<file path="src/rtl/cis_pkg.sv">
// package for the codec init sequencer: register offsets, field positions,
// reset values and timing counts
// assumes a byte-wide register port and a 125 MHz master clock
package cis_pkg;
  // register offsets on the plain register port
  localparam logic [3:0] CIS_OFS_GLOBAL_CONFIG  = 4'h0;  // global_config_reg
  localparam logic [3:0] CIS_OFS_CONTROL_ACK    = 4'h1;  // control_ack_reg
  localparam logic [3:0] CIS_OFS_CHAN_CMD_EN    = 4'h2;  // channel_cmd_enable_reg
  localparam logic [3:0] CIS_OFS_IRQ_STATUS     = 4'h3;  // sticky events, read only
  localparam logic [3:0] CIS_OFS_IRQ_ENABLE     = 4'h4;  // event enables
  localparam logic [3:0] CIS_OFS_IRQ_CLEAR      = 4'h5;  // write one to clear
  localparam logic [3:0] CIS_OFS_COEF_ADDR      = 4'h6;  // coefficient ram address
  localparam logic [3:0] CIS_OFS_COEF_DATA      = 4'h7;  // coefficient ram data
  // global configuration fields
  localparam int         CIS_BIT_SW_RESET       = 7;     // software reset request
  localparam int         CIS_POS_CHAN_ACTIVE    = 0;     // channel active field low bit
  localparam int         CIS_POS_CHAN_ACT_HI    = 3;     // active field is bits 3..0 after shift
  localparam logic [7:0] CIS_RST_GLOBAL_CONFIG  = 8'hbf; // reset value, sw reset set
  // control acknowledge fields
  localparam int         CIS_BIT_INIT_DONE      = 1;     // init program finished
  localparam int         CIS_BIT_ACK_READY      = 0;     // command port ready
  // channel command enable fields
  localparam int         CIS_BIT_RAM_PWR_STBY   = 7;     // ram_power_in_standby_bit
  localparam logic [7:0] CIS_RST_CHAN_CMD_EN    = 8'h80;
  // interrupt event bits
  localparam int         CIS_EVT_INIT_DONE      = 0;
  localparam int         CIS_EVT_UNINIT         = 1;
  localparam int         CIS_EVT_NUM            = 2;
  // timing: one frame sync period is 125 us
  localparam int         CIS_FRAME_NS           = 125000;
  localparam int         CIS_CLK_NS             = 8;
  localparam int         CIS_FRAME_CYC          = CIS_FRAME_NS / CIS_CLK_NS;
  localparam int         CIS_INIT_FRAMES        = 2;     // frames from activation to done
  // init engine states
  typedef enum logic [1:0]
  {
    CIS_ST_UNINIT = 2'b00,  // reset seen, init program owed
    CIS_ST_WAIT   = 2'b01,  // sw reset released, no active channel
    CIS_ST_RUN    = 2'b10,  // counting frames with a channel active
    CIS_ST_DONE   = 2'b11   // init done, ram open with a channel up or ram kept powered
  } cis_state_t;
  // register port request
  typedef struct packed
  {
    logic [3:0] addr;
    logic [7:0] wdata;
    logic       wr;
    logic       rd;
  } cis_req_t;
endpackage

</file>
<file path="src/rtl/cis_frame_counter.sv">
// counts frame sync pulses while enabled and flags a target count
// assumes frame_sync is a one-cycle pulse synchronous to clk
`timescale 1ns/100ps
module cis_frame_counter
  import cis_pkg::*;
#(
  parameter int TARGET = CIS_INIT_FRAMES
)
(
  input  wire logic clk,
  input  wire logic rst_n,
  input  wire logic run,
  input  wire logic frame_sync,
  output logic      reached
);
  localparam int CW = $clog2(TARGET + 1);
  // refused at elaboration, a zero target would raise reached as soon as run rises
  if (TARGET < 1)
    $error("frame target must be at least one");
  logic [CW-1:0] count;  // frames seen since run rose
  // counter restarts whenever run drops, so a channel going idle resets the wait
  always_ff @(posedge clk or negedge rst_n)
  begin
    if (!rst_n)
      count <= '0;
    else if (!run)
      count <= '0;
    else if (frame_sync && !reached)
      count <= count + CW'(1);
  end
  assign reached = run && (count == CW'(TARGET));
endmodule

</file>
<file path="src/rtl/cis_coef_ram.sv">
// coefficient ram, registered read data
// assumes the caller gates access before init is done
`timescale 1ns/100ps
module cis_coef_ram
#(
  parameter int AW = 6,
  parameter int DW = 8
)
(
  input  wire logic          clk,
  input  wire logic          we,
  input  wire logic [AW-1:0] addr,
  input  wire logic [DW-1:0] wdata,
  output logic      [DW-1:0] rdata
);
  // refused at elaboration
  if (AW < 1 || DW < 1)
    $error("ram geometry must be positive");
  logic [DW-1:0] mem [0:(1<<AW)-1];  // storage, no reset
  // single port, write first is not needed by the caller
  always_ff @(posedge clk)
  begin
    if (we)
      mem[addr] <= wdata;
    rdata <= mem[addr];
  end
endmodule

</file>
<file path="src/rtl/cis_init_sequencer.sv">
// codec init sequencer: reset tracking, init program timing, ram gating
// assumes the host keeps clk and frame_sync running and uses the register port
//
// Notes on behaviour
// - four reset causes (rst_n, por_n, mode_select_pin, sw reset) force the uninitialized state
// - init only runs with a channel active
// - two frames after activation, done flag, ram opens
// - global config reads bf after reset
// - download with channel active or ram kept powered
`timescale 1ns/100ps
module cis_init_sequencer
  import cis_pkg::*;
#(
  parameter int RAM_AW = 6
)
(
  input  wire logic       clk,
  input  wire logic       rst_n,
  input  wire logic       por_n,
  input  wire logic       mode_select_pin,
  input  wire logic       frame_sync,
  input  wire logic [3:0] addr,
  input  wire logic [7:0] wdata,
  input  wire logic       wr,
  input  wire logic       rd,
  output logic      [7:0] rdata,
  output logic            init_done,
  output logic            coef_access_err,
  output logic            irq
);
  // refused at elaboration, the pointer register is one byte
  if (RAM_AW < 1 || RAM_AW > 8)
    $error("ram address must fit the 8-bit address register");

  // reset release through two flops; rst_n, por_n and mode_select_pin all assert it
  logic       rst_async_n;         // combined asynchronous reset
  logic [1:0] rst_sync;            // release shift stage
  logic       srst_n;              // released reset used by the design
  assign rst_async_n = rst_n && por_n && mode_select_pin;
  always_ff @(posedge clk or negedge rst_async_n)
  begin
    if (!rst_async_n)
      rst_sync <= 2'b00;
    else
      rst_sync <= {rst_sync[0], 1'b1};
  end
  assign srst_n = rst_sync[1];

  cis_req_t req;                   // bundled register request
  assign req = '{addr: addr, wdata: wdata, wr: wr, rd: rd};

  // registers
  logic [7:0]  global_config_reg;  // sw reset and channel activity
  logic [7:0]  channel_cmd_enable_reg;  // channel select and ram power
  logic [7:0]  coef_addr;          // ram pointer
  logic [CIS_EVT_NUM-1:0] irq_status;
  logic [CIS_EVT_NUM-1:0] irq_enable;
  cis_state_t  state;
  cis_state_t  next_state;

  // write decode
  logic wr_cfg, wr_cmd, wr_ien, wr_clr, wr_cadr, wr_cdat, rd_cdat;
  assign wr_cfg  = req.wr && (req.addr == CIS_OFS_GLOBAL_CONFIG);
  assign wr_cmd  = req.wr && (req.addr == CIS_OFS_CHAN_CMD_EN);
  assign wr_ien  = req.wr && (req.addr == CIS_OFS_IRQ_ENABLE);
  assign wr_clr  = req.wr && (req.addr == CIS_OFS_IRQ_CLEAR);
  assign wr_cadr = req.wr && (req.addr == CIS_OFS_COEF_ADDR);
  assign wr_cdat = req.wr && (req.addr == CIS_OFS_COEF_DATA);
  assign rd_cdat = req.rd && (req.addr == CIS_OFS_COEF_DATA);

  // channel activity: active field is the low four bits, 1 means powered down
  logic sw_reset;                  // software reset held
  logic any_active;                // at least one channel up
  logic all_down;                  // every channel powered down
  assign sw_reset   = global_config_reg[CIS_BIT_SW_RESET];
  assign any_active = !sw_reset &&
                      !(&global_config_reg[CIS_POS_CHAN_ACT_HI:CIS_POS_CHAN_ACTIVE]);
  assign all_down   = !any_active;

  // global config; writing bit 7 puts the device back to uninit
  always_ff @(posedge clk or negedge srst_n)
  begin
    if (!srst_n)
      global_config_reg <= CIS_RST_GLOBAL_CONFIG;
    else if (wr_cfg)
      global_config_reg <= req.wdata;
  end

  // channel select and ram power bit
  always_ff @(posedge clk or negedge srst_n)
  begin
    if (!srst_n)
      channel_cmd_enable_reg <= CIS_RST_CHAN_CMD_EN;
    else if (wr_cmd)
      channel_cmd_enable_reg <= req.wdata;
  end

  // frame counting while the init program runs
  logic frames_done;               // two frames elapsed with a channel up
  cis_frame_counter #(
    .TARGET (CIS_INIT_FRAMES)
  ) u_frames (
    .clk        (clk),
    .rst_n      (srst_n),
    .run        (state == CIS_ST_RUN),
    .frame_sync (frame_sync),
    .reached    (frames_done)
  );

  // init engine: sw reset always wins and returns to uninit
  always_comb
  begin
    next_state = state;
    unique case (state)
      CIS_ST_UNINIT:
        if (!sw_reset)
          next_state = CIS_ST_WAIT;
      CIS_ST_WAIT:
        if (any_active)
          next_state = CIS_ST_RUN;
      CIS_ST_RUN:
        if (!any_active)
          next_state = CIS_ST_WAIT;
        else if (frames_done)
          next_state = CIS_ST_DONE;
      CIS_ST_DONE:
        next_state = CIS_ST_DONE;
    endcase
    if (sw_reset)
      next_state = CIS_ST_UNINIT;
  end

  // state register
  always_ff @(posedge clk or negedge srst_n)
  begin
    if (!srst_n)
      state <= CIS_ST_UNINIT;
    else
      state <= next_state;
  end

  // ram access allowed once done, with a channel up or ram kept powered
  logic ram_open;
  assign ram_open = (state == CIS_ST_DONE) &&
                    (any_active || (all_down && !channel_cmd_enable_reg[CIS_BIT_RAM_PWR_STBY]));

  // coefficient pointer auto-increments on each data access while the ram is open
  always_ff @(posedge clk or negedge srst_n)
  begin
    if (!srst_n)
      coef_addr <= 8'h00;
    else if (wr_cadr)
      coef_addr <= req.wdata;
    else if ((wr_cdat || rd_cdat) && ram_open)
      coef_addr <= coef_addr + 8'h01;
  end

  logic [7:0] ram_rdata;
  cis_coef_ram #(
    .AW (RAM_AW),
    .DW (8)
  ) u_ram (
    .clk   (clk),
    .we    (wr_cdat && ram_open),
    .addr  (coef_addr[RAM_AW-1:0]),
    .wdata (req.wdata),
    .rdata (ram_rdata)
  );

  // events; set beats clear in the same cycle
  logic [CIS_EVT_NUM-1:0] evt;
  assign evt[CIS_EVT_INIT_DONE] = (state == CIS_ST_RUN) && (next_state == CIS_ST_DONE);
  assign evt[CIS_EVT_UNINIT]    = (state != CIS_ST_UNINIT) && (next_state == CIS_ST_UNINIT);
  always_ff @(posedge clk or negedge srst_n)
  begin
    if (!srst_n)
      irq_status <= '0;
    else
      irq_status <= evt | (irq_status & ~(wr_clr ? req.wdata[CIS_EVT_NUM-1:0] : '0));
  end

  // interrupt enables
  always_ff @(posedge clk or negedge srst_n)
  begin
    if (!srst_n)
      irq_enable <= '0;
    else if (wr_ien)
      irq_enable <= req.wdata[CIS_EVT_NUM-1:0];
  end

  // registered outputs
  always_ff @(posedge clk or negedge srst_n)
  begin
    if (!srst_n)
    begin
      irq             <= 1'b0;
      init_done       <= 1'b0;
      coef_access_err <= 1'b0;
    end
    else
    begin
      irq             <= |(irq_status & irq_enable);
      init_done       <= (next_state == CIS_ST_DONE);
      coef_access_err <= (wr_cdat || rd_cdat) && !ram_open;
    end
  end

  // read mux; ram data arrive one cycle after the strobe, as all reads do
  logic       rd_q;                // read strobe delayed
  logic       rd_ram_q;            // read was of ram data
  logic [7:0] rd_reg_q;            // captured register value
  logic [7:0] rd_val;
  always_comb
  begin
    rd_val = 8'h00;
    unique case (req.addr)
      CIS_OFS_GLOBAL_CONFIG: rd_val = global_config_reg;
      CIS_OFS_CONTROL_ACK:
      begin
        rd_val[CIS_BIT_INIT_DONE] = (state == CIS_ST_DONE);
        rd_val[CIS_BIT_ACK_READY] = 1'b1;                    // port always ready
      end
      CIS_OFS_CHAN_CMD_EN:   rd_val = channel_cmd_enable_reg;
      CIS_OFS_IRQ_STATUS:    rd_val = {6'h00, irq_status};
      CIS_OFS_IRQ_ENABLE:    rd_val = {6'h00, irq_enable};
      CIS_OFS_COEF_ADDR:     rd_val = coef_addr;
      default:               rd_val = 8'h00;  // unmapped and write-only
    endcase
  end
  always_ff @(posedge clk or negedge srst_n)
  begin
    if (!srst_n)
    begin
      rd_q     <= 1'b0;
      rd_ram_q <= 1'b0;
      rd_reg_q <= 8'h00;
    end
    else
    begin
      rd_q     <= req.rd;
      rd_ram_q <= rd_cdat && ram_open;
      rd_reg_q <= rd_val;
    end
  end
  // rdata is a pure mux of two flops; read ram output sits in a flop already
  assign rdata = !rd_q ? 8'h00 : (rd_ram_q ? ram_rdata : rd_reg_q);

  // assertions
  // helper: frame pulses seen since the engine entered run, saturating
  logic [3:0] ast_frames;
  always_ff @(posedge clk or negedge srst_n)
  begin
    if (!srst_n)
      ast_frames <= 4'h0;
    else if (state != CIS_ST_RUN)
      ast_frames <= 4'h0;  // leaving run restarts the count, as the engine does
    else if (frame_sync && (ast_frames != 4'hf))
      ast_frames <= ast_frames + 4'h1;
  end
endmodule

</file>
<file path="config.mk">
export PLATFORM = sky130hd
export DESIGN_NAME = cis_init_sequencer
export DESIGN_NICKNAME = d
export VERILOG_FILES = /design/src/rtl/cis_pkg.sv /design/src/rtl/cis_frame_counter.sv /design/src/rtl/cis_coef_ram.sv /design/src/rtl/cis_init_sequencer.sv
export SDC_FILE = /design/constraint.sdc
export NUM_CORES = 1
export LEC_CHECK = 0
export BUFFER_PORTS_ARGS = -buffer_cell sky130_fd_sc_hd__buf_4
export CORE_MARGIN = 2
export CORE_UTILIZATION = 65
export DETAILED_ROUTE_END_ITERATION = 16
export PLACE_DENSITY_LB_ADDON = 0.05
export SKIP_LAST_GASP = 1
export SLEW_MARGIN = 20
export SYNTH_ARGS = -nofsm -noshare
export SYNTH_HDL_FRONTEND = slang
export SYNTH_HIERARCHICAL = 1
export SYNTH_SLANG_ARGS = --single-unit
</file>
<file path="constraint.sdc">
create_clock -name clk -period 2.7 [get_ports clk]
set_input_delay 0.27 -clock clk [delete_from_list [all_inputs] [get_ports clk]]
set_output_delay 0.27 -clock clk [all_outputs]
set_load 0.02 [all_outputs]
</file>
* Word-level counts from Yosys, hierarchy flattened *
Memory sizes are Yosys's and may differ from the RTL's. A register that Yosys moved wholly into a read port is not among the register bits.
Cells that the tools add are included.

word-level totals
  memories = 1
  RAM bits = 512
  output and inout port bits = 11
  bits in registers = 47
  word-level logic and storage cells = 85

cells by class
  bitwise operators = 4
  mux-type cells = 16
  add/sub/neg operators = 2
  reduce and logical (&&, ||, !) cells = 35
  equality and inequality tests = 13

memory list
  name       words  width  rd ports  clocked after memory_dff  wr ports  line                source
  u_ram.mem  64     8      1         1                         1         cis_coef_ram.sv:19  logic [DW-1:0] mem [0:(1<<AW)-1];

operator list
  cell                 count
  $mux 8               4
  $logic_and 1x1->1    20
  $pmux 6 s3           1
  $eq 4x3->1 const B   4
  $mux 2               7
  $pmux 2 s6           1
  $add 8x1->8 const B  1
  $eq 2x2->1 const B   4
  $eq 4x2->1 const B   2
  $pmux 2 s4           1
  $logic_not 1->1      6
  $and 2x2->2          2
  $eq 4x1->1 const B   1
  $logic_not 2->1      2
  $logic_not 4->1      1
  $reduce_and 4->1     1
  $reduce_bool 2->1    2
  $add 2x1->2 const B  1
  $eq 2x1->1 const B   1
  $logic_or 1x1->1     2
  $mux 1               2
  $ne 2x2->1 const B   1
  $not 2->2            1
  $or 2x2->2           1
  $reduce_or 2->1      1

* Longest topological paths before layout *
Gate-level depths: netlist of run 1.

  depth in word-level cells = 10
  depth in mapped cells = 10
  mapped depth without buffers = 6

* Modules after synthesis *
Netlist of run 1, hierarchy kept.

modules (own cells, without submodules)
  module              instances  cells an instance  area each (um^2)  sequential area each (um^2)
  cis_coef_ram        1          1171               20449.6           15534.9
  cis_init_sequencer  1          196                2218.4            1136.1
  cis_frame_counter   1          11                 121.4             50.0

* Least setup slack after synthesis of run 1 *
OpenSTA, ideal clock, no wires.

  kind = register -> register
  start = register coef_addr[1]
  end = memory u_ram.mem[13][0] (enable)
  period minus slack after synthesis = 2.549 ns
  path buffers = 4
  path slack = 0.151 ns
  data arrival time = 2.179 ns
  required time = 2.329 ns
  cell stages (with the launch flop) = 8
  cell sequence = dfrtp_1 > buf_6 > buf_6 > nor2b_1 > clkbuf_1 > clkbuf_1 > nand3_1 > nor2_1

RTL lines
  what                    line                       source
  from (decl)             cis_init_sequencer.sv:55   logic [7:0] coef_addr;
  from (signal assigned)  cis_init_sequencer.sv:153  coef_addr <= req.wdata;
  from (signal assigned)  cis_init_sequencer.sv:155  coef_addr <= coef_addr + 8'h01;
  to (decl)               cis_coef_ram.sv:19

Straight into the memory's write port.

==> results of run 1 <==
worst reg2reg max path, cell delays in order (launching register included):
cell and delay, ps:
dfrtp_4 610, buf_4 190, buf_4 150, mux2_1 330
a221o_1 300, a22oi_1 280, o22ai_1 190, or4b_1 490
worst paths after layout:
kind,from,end,slack [ps],cells after the start
setup / recovery,coef_addr[1],u_ram/rdata[5],40,7
hold / removal,addr[1],rd_ram_q,60,3
setup reg to reg,coef_addr[1],u_ram/rdata[5],40,7
hold reg to reg,rst_sync[1],irq,340,0
max in group asynchronous,por_n,rst_sync[1],1880,4
min in group asynchronous,rst_n,rst_sync[1],140,3
layout by cell type, fill, tap and decap left out, types with 8 or more instances in the layout:
cell / synthesis / layout
a31oi_1: 15 / 15
mux4_2: 41 / 41
o22a_1: 11 / 11
edfxtp_1: 512 / 512
a222oi_1: 9 / 9
clkbuf_16: 0 / 56
a221oi_1: 21 / 21
o22ai_1: 24 / 24
inv_1: 15 / 15
o221ai_1: 9 / 9
dfrtp_1: 39 / 35
mux2_2: 24 / 24
nand2b_1: 26 / 26
a22o_1: 12 / 12
clkinv_2: 0 / 12
nand3_1: 13 / 13
dfstp_2: 8 / 8
buf_12: 0 / 12
nand2_1: 62 / 62
a221o_1: 15 / 15
nand3b_1: 13 / 13
and3_1: 11 / 11
mux2i_1: 73 / 73
clkbuf_1: 39 / 17
nor2_1: 90 / 88
nor2b_1: 19 / 18
dfxtp_1: 8 / 8
buf_4: 4 / 195
a22oi_1: 41 / 41
o21ai_0: 18 / 18
a21oi_1: 35 / 35
per-layer routing:
| metal | vias to the layer above | share of wire |
|---|---|---|
| li1 | 5868 | - |
| met1 | 6936 | 0.39 |
| met2 | 776 | 0.48 |
| met3 | 145 | 0.092 |
| met4 | 0 | 0.038 |
| met5 | - | 0 |
synth_stat cells (all sizes together), types with 6 or more instances:
library cell | count | area share
nor2b | 20 | 0.0058
o221ai | 9 | 0.0035
o22ai | 24 | 0.0066
edfxtp | 512 | 0.67
a22oi | 41 | 0.014
a21oi | 35 | 0.0077
a221oi | 21 | 0.0081
o2bb2ai | 7 | 0.0027
dfxtp | 8 | 0.0070
o21ai | 20 | 0.0044
buf | 49 | 0.013
a31oi | 15 | 0.0041
mux2 | 31 | 0.015
nand3 | 13 | 0.0029
nand3b | 13 | 0.0043
a221o | 15 | 0.0066
a222oi | 9 | 0.0040
a211oi | 6 | 0.0020
a32oi | 7 | 0.0027
nor2 | 90 | 0.015
a22o | 12 | 0.0046
and3 | 11 | 0.0030
mux2i | 73 | 0.032
and2 | 12 | 0.0035
a21o | 6 | 0.0020
nor3 | 6 | 0.0013
dfstp | 8 | 0.0092
nand2b | 26 | 0.0071
mux4 | 41 | 0.041
inv | 15 | 0.0025
clkbuf | 39 | 0.0064
and4 | 6 | 0.0023
nand2 | 63 | 0.010
o22a | 11 | 0.0042
dfrtp | 39 | 0.043
power groups by stage:
stage / clock network [mW] / logic [mW] / registers [mW]
after global placement: 0 / 6.48 / 10.4
after global routing: 7.79 / 7.27 / 10.2
after detailed placement: 0 / 6.55 / 10.4
final: 7.33 / 6.94 / 10.2
after floorplan: 0 / 4.12 / 10.2
after CTS: 7.43 / 6.70 / 10.2
what timing repair did:
| item | CTS | global route |
|---|---|---|
| gates resized for setup | 1 | 6 |
| setup endpoints to repair | 2 | 16 |
| setup buffers | 1 | 6 |
| hold buffers | 4 | 0 |
| endpoints found under the hold margin | 5 | 0 |
cells by family after synthesis:
family | share of synthesized area
simple gates | 0.06879
buf+inv | 0.02163
mux | 0.08790
compound gates | 0.08669
fa+ha+maj | 0.001098
flops | 0.7337
other cells | 0.0001646
per-stage QoR:
stage	hold WS, ps	instances	TNS, ps	instance area (sq um)
after global routing	43.11	2058	-47.73	26460
after floorplan	103.1	1378	0	22790
final	58.20	2058	0	26460
after CTS	39.22	2052	0	26400
after detailed placement	195.5	1946	-20.24	24600
after global placement	187.9	1946	-42.01	24600
area by class of cell:
cell class              instances  area, sq um
flip-flops and latches        567        16740
fillers                      2039         8080
multi-input cells             708         5600
repair buffers                212         1772
clock buffers                  77         1514
well taps                     455        569.3
clock inverters                24        215.2
inverters                      15        56.30
==> results.md, run 1 <==
* Status: completed
* CTS tree: built
* Worst Path Required at 3150 ps
* Routed wire per std cell at 27.94 microns
* Largest net degree at the start of global routing at 70
* Period utilization at 0.9841
* Leak at 9.119 nW
* Worst-margin pin slew at 844.4 ps
* Register with the most flip-flops: u_ram/mem
* Peak supply drop at 633.0 uV
* Total power at 24.48 mW
* Placed wire-length estimate at 36310 microns
* Unrepaired setup endpoints after global routing: true
* Post-synth top flop: edfxtp_1
* CP endpoint kind: flop
* DRT Wirelength at 57500 microns
* Clock sink count at ~570
* Reg power frac at 0.417
* Crit path max-delay family: compound AO/OA/AOI/OAI gates
* Switching Power at 7.443 mW
* Yosys reg bits at 567
* Nets@finish at ~1.6k
* Crit path cell chain: buf_4, buf_4, mux2_1, a221o_1, a22oi_1, o22ai_1, or4b_1
* Number of enable flip-flop cells after synthesis at 512
* WP buf/inv at 2
* Combinational power share at 0.284
* Port buffer count at 29
* Number of global-route vias before repair at around 13k
* Share of cells above drive strength 1 at 0.2408
* Max incr delay on CP at 610 ps
* Global routing's busiest layer: met2
* Most Frequent Cell on Critical Path: buf_4
* Fmax at 0.3764 GHz
* Core ar. at 34540 sq um
* Routed Antenna Nets at 0
* Slew Limit Fails at 0
* Max FFs per register at 512
* Yosys warnings at 6
* Met3 usage at 0.05636
* Power density cells at 925.2 nW/um^2
* Netlist Area Pre-Place at 22790 sq um
* Clock buffer depth at 3
* Maxcap violations at 0
* Crit path max fanout at 16
* Vias at roughly 14k
* Final Skew at 17.17 ps
* Final hold vios at 0
* Cell Int Power at 17.04 mW
* Sw frac at 0.3040
* 1st-iter DRT viols at roughly 1.7k
* Total GRT Usage at 0.3222
* Total CTS buffers at between 50 and 60
* Slowest-stage cell, CP: dfrtp_4
* Global route overflow at 0
* Gate count after technology mapping at 1378
* Die area at 36570 sq um
* Clk pin slew, worst setup/hold paths at 60 ps
* Yosys cell types at 74
* # diodes at 0
* Slew headroom at 0.4359
* Synthesized netlist net count at 1399
* DIE WIDTH at roughly 190 microns
* Avg Inst Size Synth at 16.54 sq um
* Drt first pass iters at 6
* DRC Markers at 0
* Met2 Resource Use GR at 0.5129
* Clock latency on the worst-skew pair at 580 ps
* WP data arrival at 3110 ps
* Die height at approximately 190 microns
* Clock share of power at 0.300
* CP startpoint kind: flop
* Asr flop ratio synth at 0.08289
* Period minus WS final at 2657 ps
* First-pass GRT wire length at about 85000 microns
* Met1 GRT Util at 0.4558
* Final setup fails at 0
* GP Congestion at 0.8843
* FP Rows at 68
* Root Driver: clkbuf_16
* Via density at 6.669
* Synth-to-layout area growth at 16.12%
* Post-route core utilization at 0.7661
* # IOs at 30
* CTS H-Tree Depth at 2
* Post-synthesis sequential area ratio at 0.7337
* Setup WS post-layout at 42.94 ps
* Pre-CTS setup slack at -20.24 ps
* Crit Path Class: flop to flop
* Starting Density at 0.6597
* Initial antenna violation count at 1
* Worst Hold Class: input pin to flop
Power figures use the tool's default switching activity.
==> inputs of run 2 (changes only) <==
- CORE_UTILIZATION: 65 -> 34
- CTS_CLUSTER_SIZE: not set -> 16
==> run 2 against run 1 <==
  * Wire length grew 21%
  * Hold slack worse by 12 ps
  * Sequential share of layout area down 2.6 points
  * Fmax shrank 1.2%
  * Final area rose by 4.2%
  * First-iteration DRC count decreased by 26%
  * Critical endpoint is now u_ram/rdata[6]
  * Die area rose by 89%
  * Register-to-register slack lost 30 ps
  * Global-route usage down 12 points
  * Non-clock buffer count grew 40
==> results.md, run 2 (synthesis gave the netlist of run 1 again) <==
* Routed Antenna Nets at 0
* Register with the most flip-flops: u_ram/mem
* Starting Density at 0.3448
* Maxcap violations at 0
* Share of cells above drive strength 1 at 0.2642
* Via density at 5.347
* DRT Wirelength at 69800 microns
* Worst-margin pin slew at about 900 ps
* Vias at approximately 13k
* Root Driver: clkbuf_16
* Peak supply drop at about 520 uV
* CP startpoint kind: flop
* Commonest non-fill, non-tap cells in the layout: 512 x edfxtp_1, 236 x buf_4, 87 x nor2_1, 73 x mux2i_1, 71 x clkbuf_16
* Largest net degree at the start of global routing at 68
* DRC Markers at 0
* DIE WIDTH at between 200 and 300 microns
* Status: completed
* FP Rows at 94
* Die area at ~70000 sq um
* Final setup fails at 0
* Total GRT Usage at 0.2021
* Slew Limit Fails at 0
* Slew headroom at 0.3991
* Leak at between 9 and 10 nW
* Drt first pass iters at 8
* Worst Hold Class: input pin to flop
* Crit Path Class: flop to flop
* Final hold vios at 0
* Placed wire-length estimate at 45690 microns
* First-pass GRT wire length at 100300 microns
* Routed wire per std cell at 27.68 microns
* Total CTS buffers at 66
* Number of global-route vias before repair at 13.74k
* Power density cells at between 900 and 1000 nW/um^2
* Global route overflow at 0
* Uppermost layer routed: met4
* # IOs at 30
* Pre-CTS setup slack at -117.0 ps
* Clock buffer depth at 3
* Post-route core utilization at 0.4172
* CTS tree: built
* CP endpoint kind: flop
* Unrepaired setup endpoints after global routing: true
* Die height at 262.9 microns
* Clock latency on the worst-skew pair at 610 ps
* Clk pin slew, worst setup/hold paths at about 60 ps
* Worst Path Required at 3180 ps
* GP Congestion at 0.8091
* WL met3 at 3397 microns
* # diodes at 0
* Period minus WS final at 2690 ps
* CTS H-Tree Depth at 3
* Met2 routed WL at 32950 microns
* Most common cell after layout, fill and taps aside: edfxtp_1
* 1st-iter DRT viols at 1276
* Fmax at 0.3718 GHz
* Final Skew at approximately 30 ps
* WP data arrival at 3170 ps
* Core ar. at 66100 sq um
* Synth-to-layout area growth at 21.01%
* Period utilization at 0.9962
* Clock sink count at 567
* Metal-1 WL at 31560 microns
* Nets@finish at between 1.5k and 2k
* Setup WS post-layout at between 10 and 15 ps
* Max FFs per register at 512
* Crit path max fanout at 8
* Port buffer count at 29
* Initial antenna violation count at 1
[run 2: where the power goes]
group	switching [mW]	internal (mW)	total (mW)
combinational	4.25	3.03	7.29
sequential	0.373	9.84	10.2
clock	3.51	5.11	8.62
[run 2: timing repair]
action / CTS / global route
pin swaps: 0 / 0
endpoints found under the hold margin: 7 / 0
cloned: 0 / 0
gates resized for setup: 5 / 4
setup endpoints to repair: 33 / 20
setup buffers: 3 / 0
hold buffers: 5 / 0
[run 2: worst paths after layout]
kind / startpoint / endpoint / slack (ps) / depth (start not counted)
min: addr[0] / rd_ram_q / 50 / 3
min reg2reg: rst_sync[1] / coef_addr[3] / 160 / 0
max reg2reg: coef_addr[1] / u_ram/rdata[6] / 10 / 9
max: coef_addr[1] / u_ram/rdata[6] / 10 / 9
min in group asynchronous: rst_n / rst_sync[0] / 130 / 3
max in group asynchronous: rst_sync[1] / global_config_reg[0] / 1740 / 1
[run 2: area by class of cell]
type	instances	area, sq um
Sequential cell	567	16730
Clock inverter	30	216.5
Tap cell	864	1081
Inverter	15	56.30
Multi-Input combinational cell	708	5603
Timing Repair Buffer	252	2033
Clock buffer	86	1853
Fill cell	6013	38520
[run 2: critical path, cell delays in order, from the launching register on]
cell	delay, ps
dfrtp_4	550
buf_4	190
buf_4	170
nand2_1	230
buf_4	230
o22ai_1	100
o31ai_1	240
buf_4	180
o221ai_1	190
or4_1	450
[run 2: metrics by stage]
| step | instance area, sq um | power [mW] | std cells | setup TNS, ps | hold WS, ps |
|---|---|---|---|---|---|
| after detailed placement | 25410 | 17.66 | 2398 | -1017 | 165.7 |
| after global routing | 27580 | 27.15 | 2522 | -6.829 | 53.00 |
| after floorplan | 22790 | 14.29 | 1378 | 0 | 103.1 |
| final | 27580 | 26.12 | 2522 | 0 | 46.20 |
| after global placement | 25410 | 17.64 | 2398 | -2085 | 176.9 |
| after CTS | 27570 | 26.38 | 2522 | 0 | 13.87 |
[run 2: per-layer routing]
metal | global-route usage | up-vias
li1 | - | 5976
met5 | 0 | -
met2 | 0.3211 | 352
met3 | 0.03598 | 90
met4 | 0.06656 | 0
met1 | 0.2814 | 7066
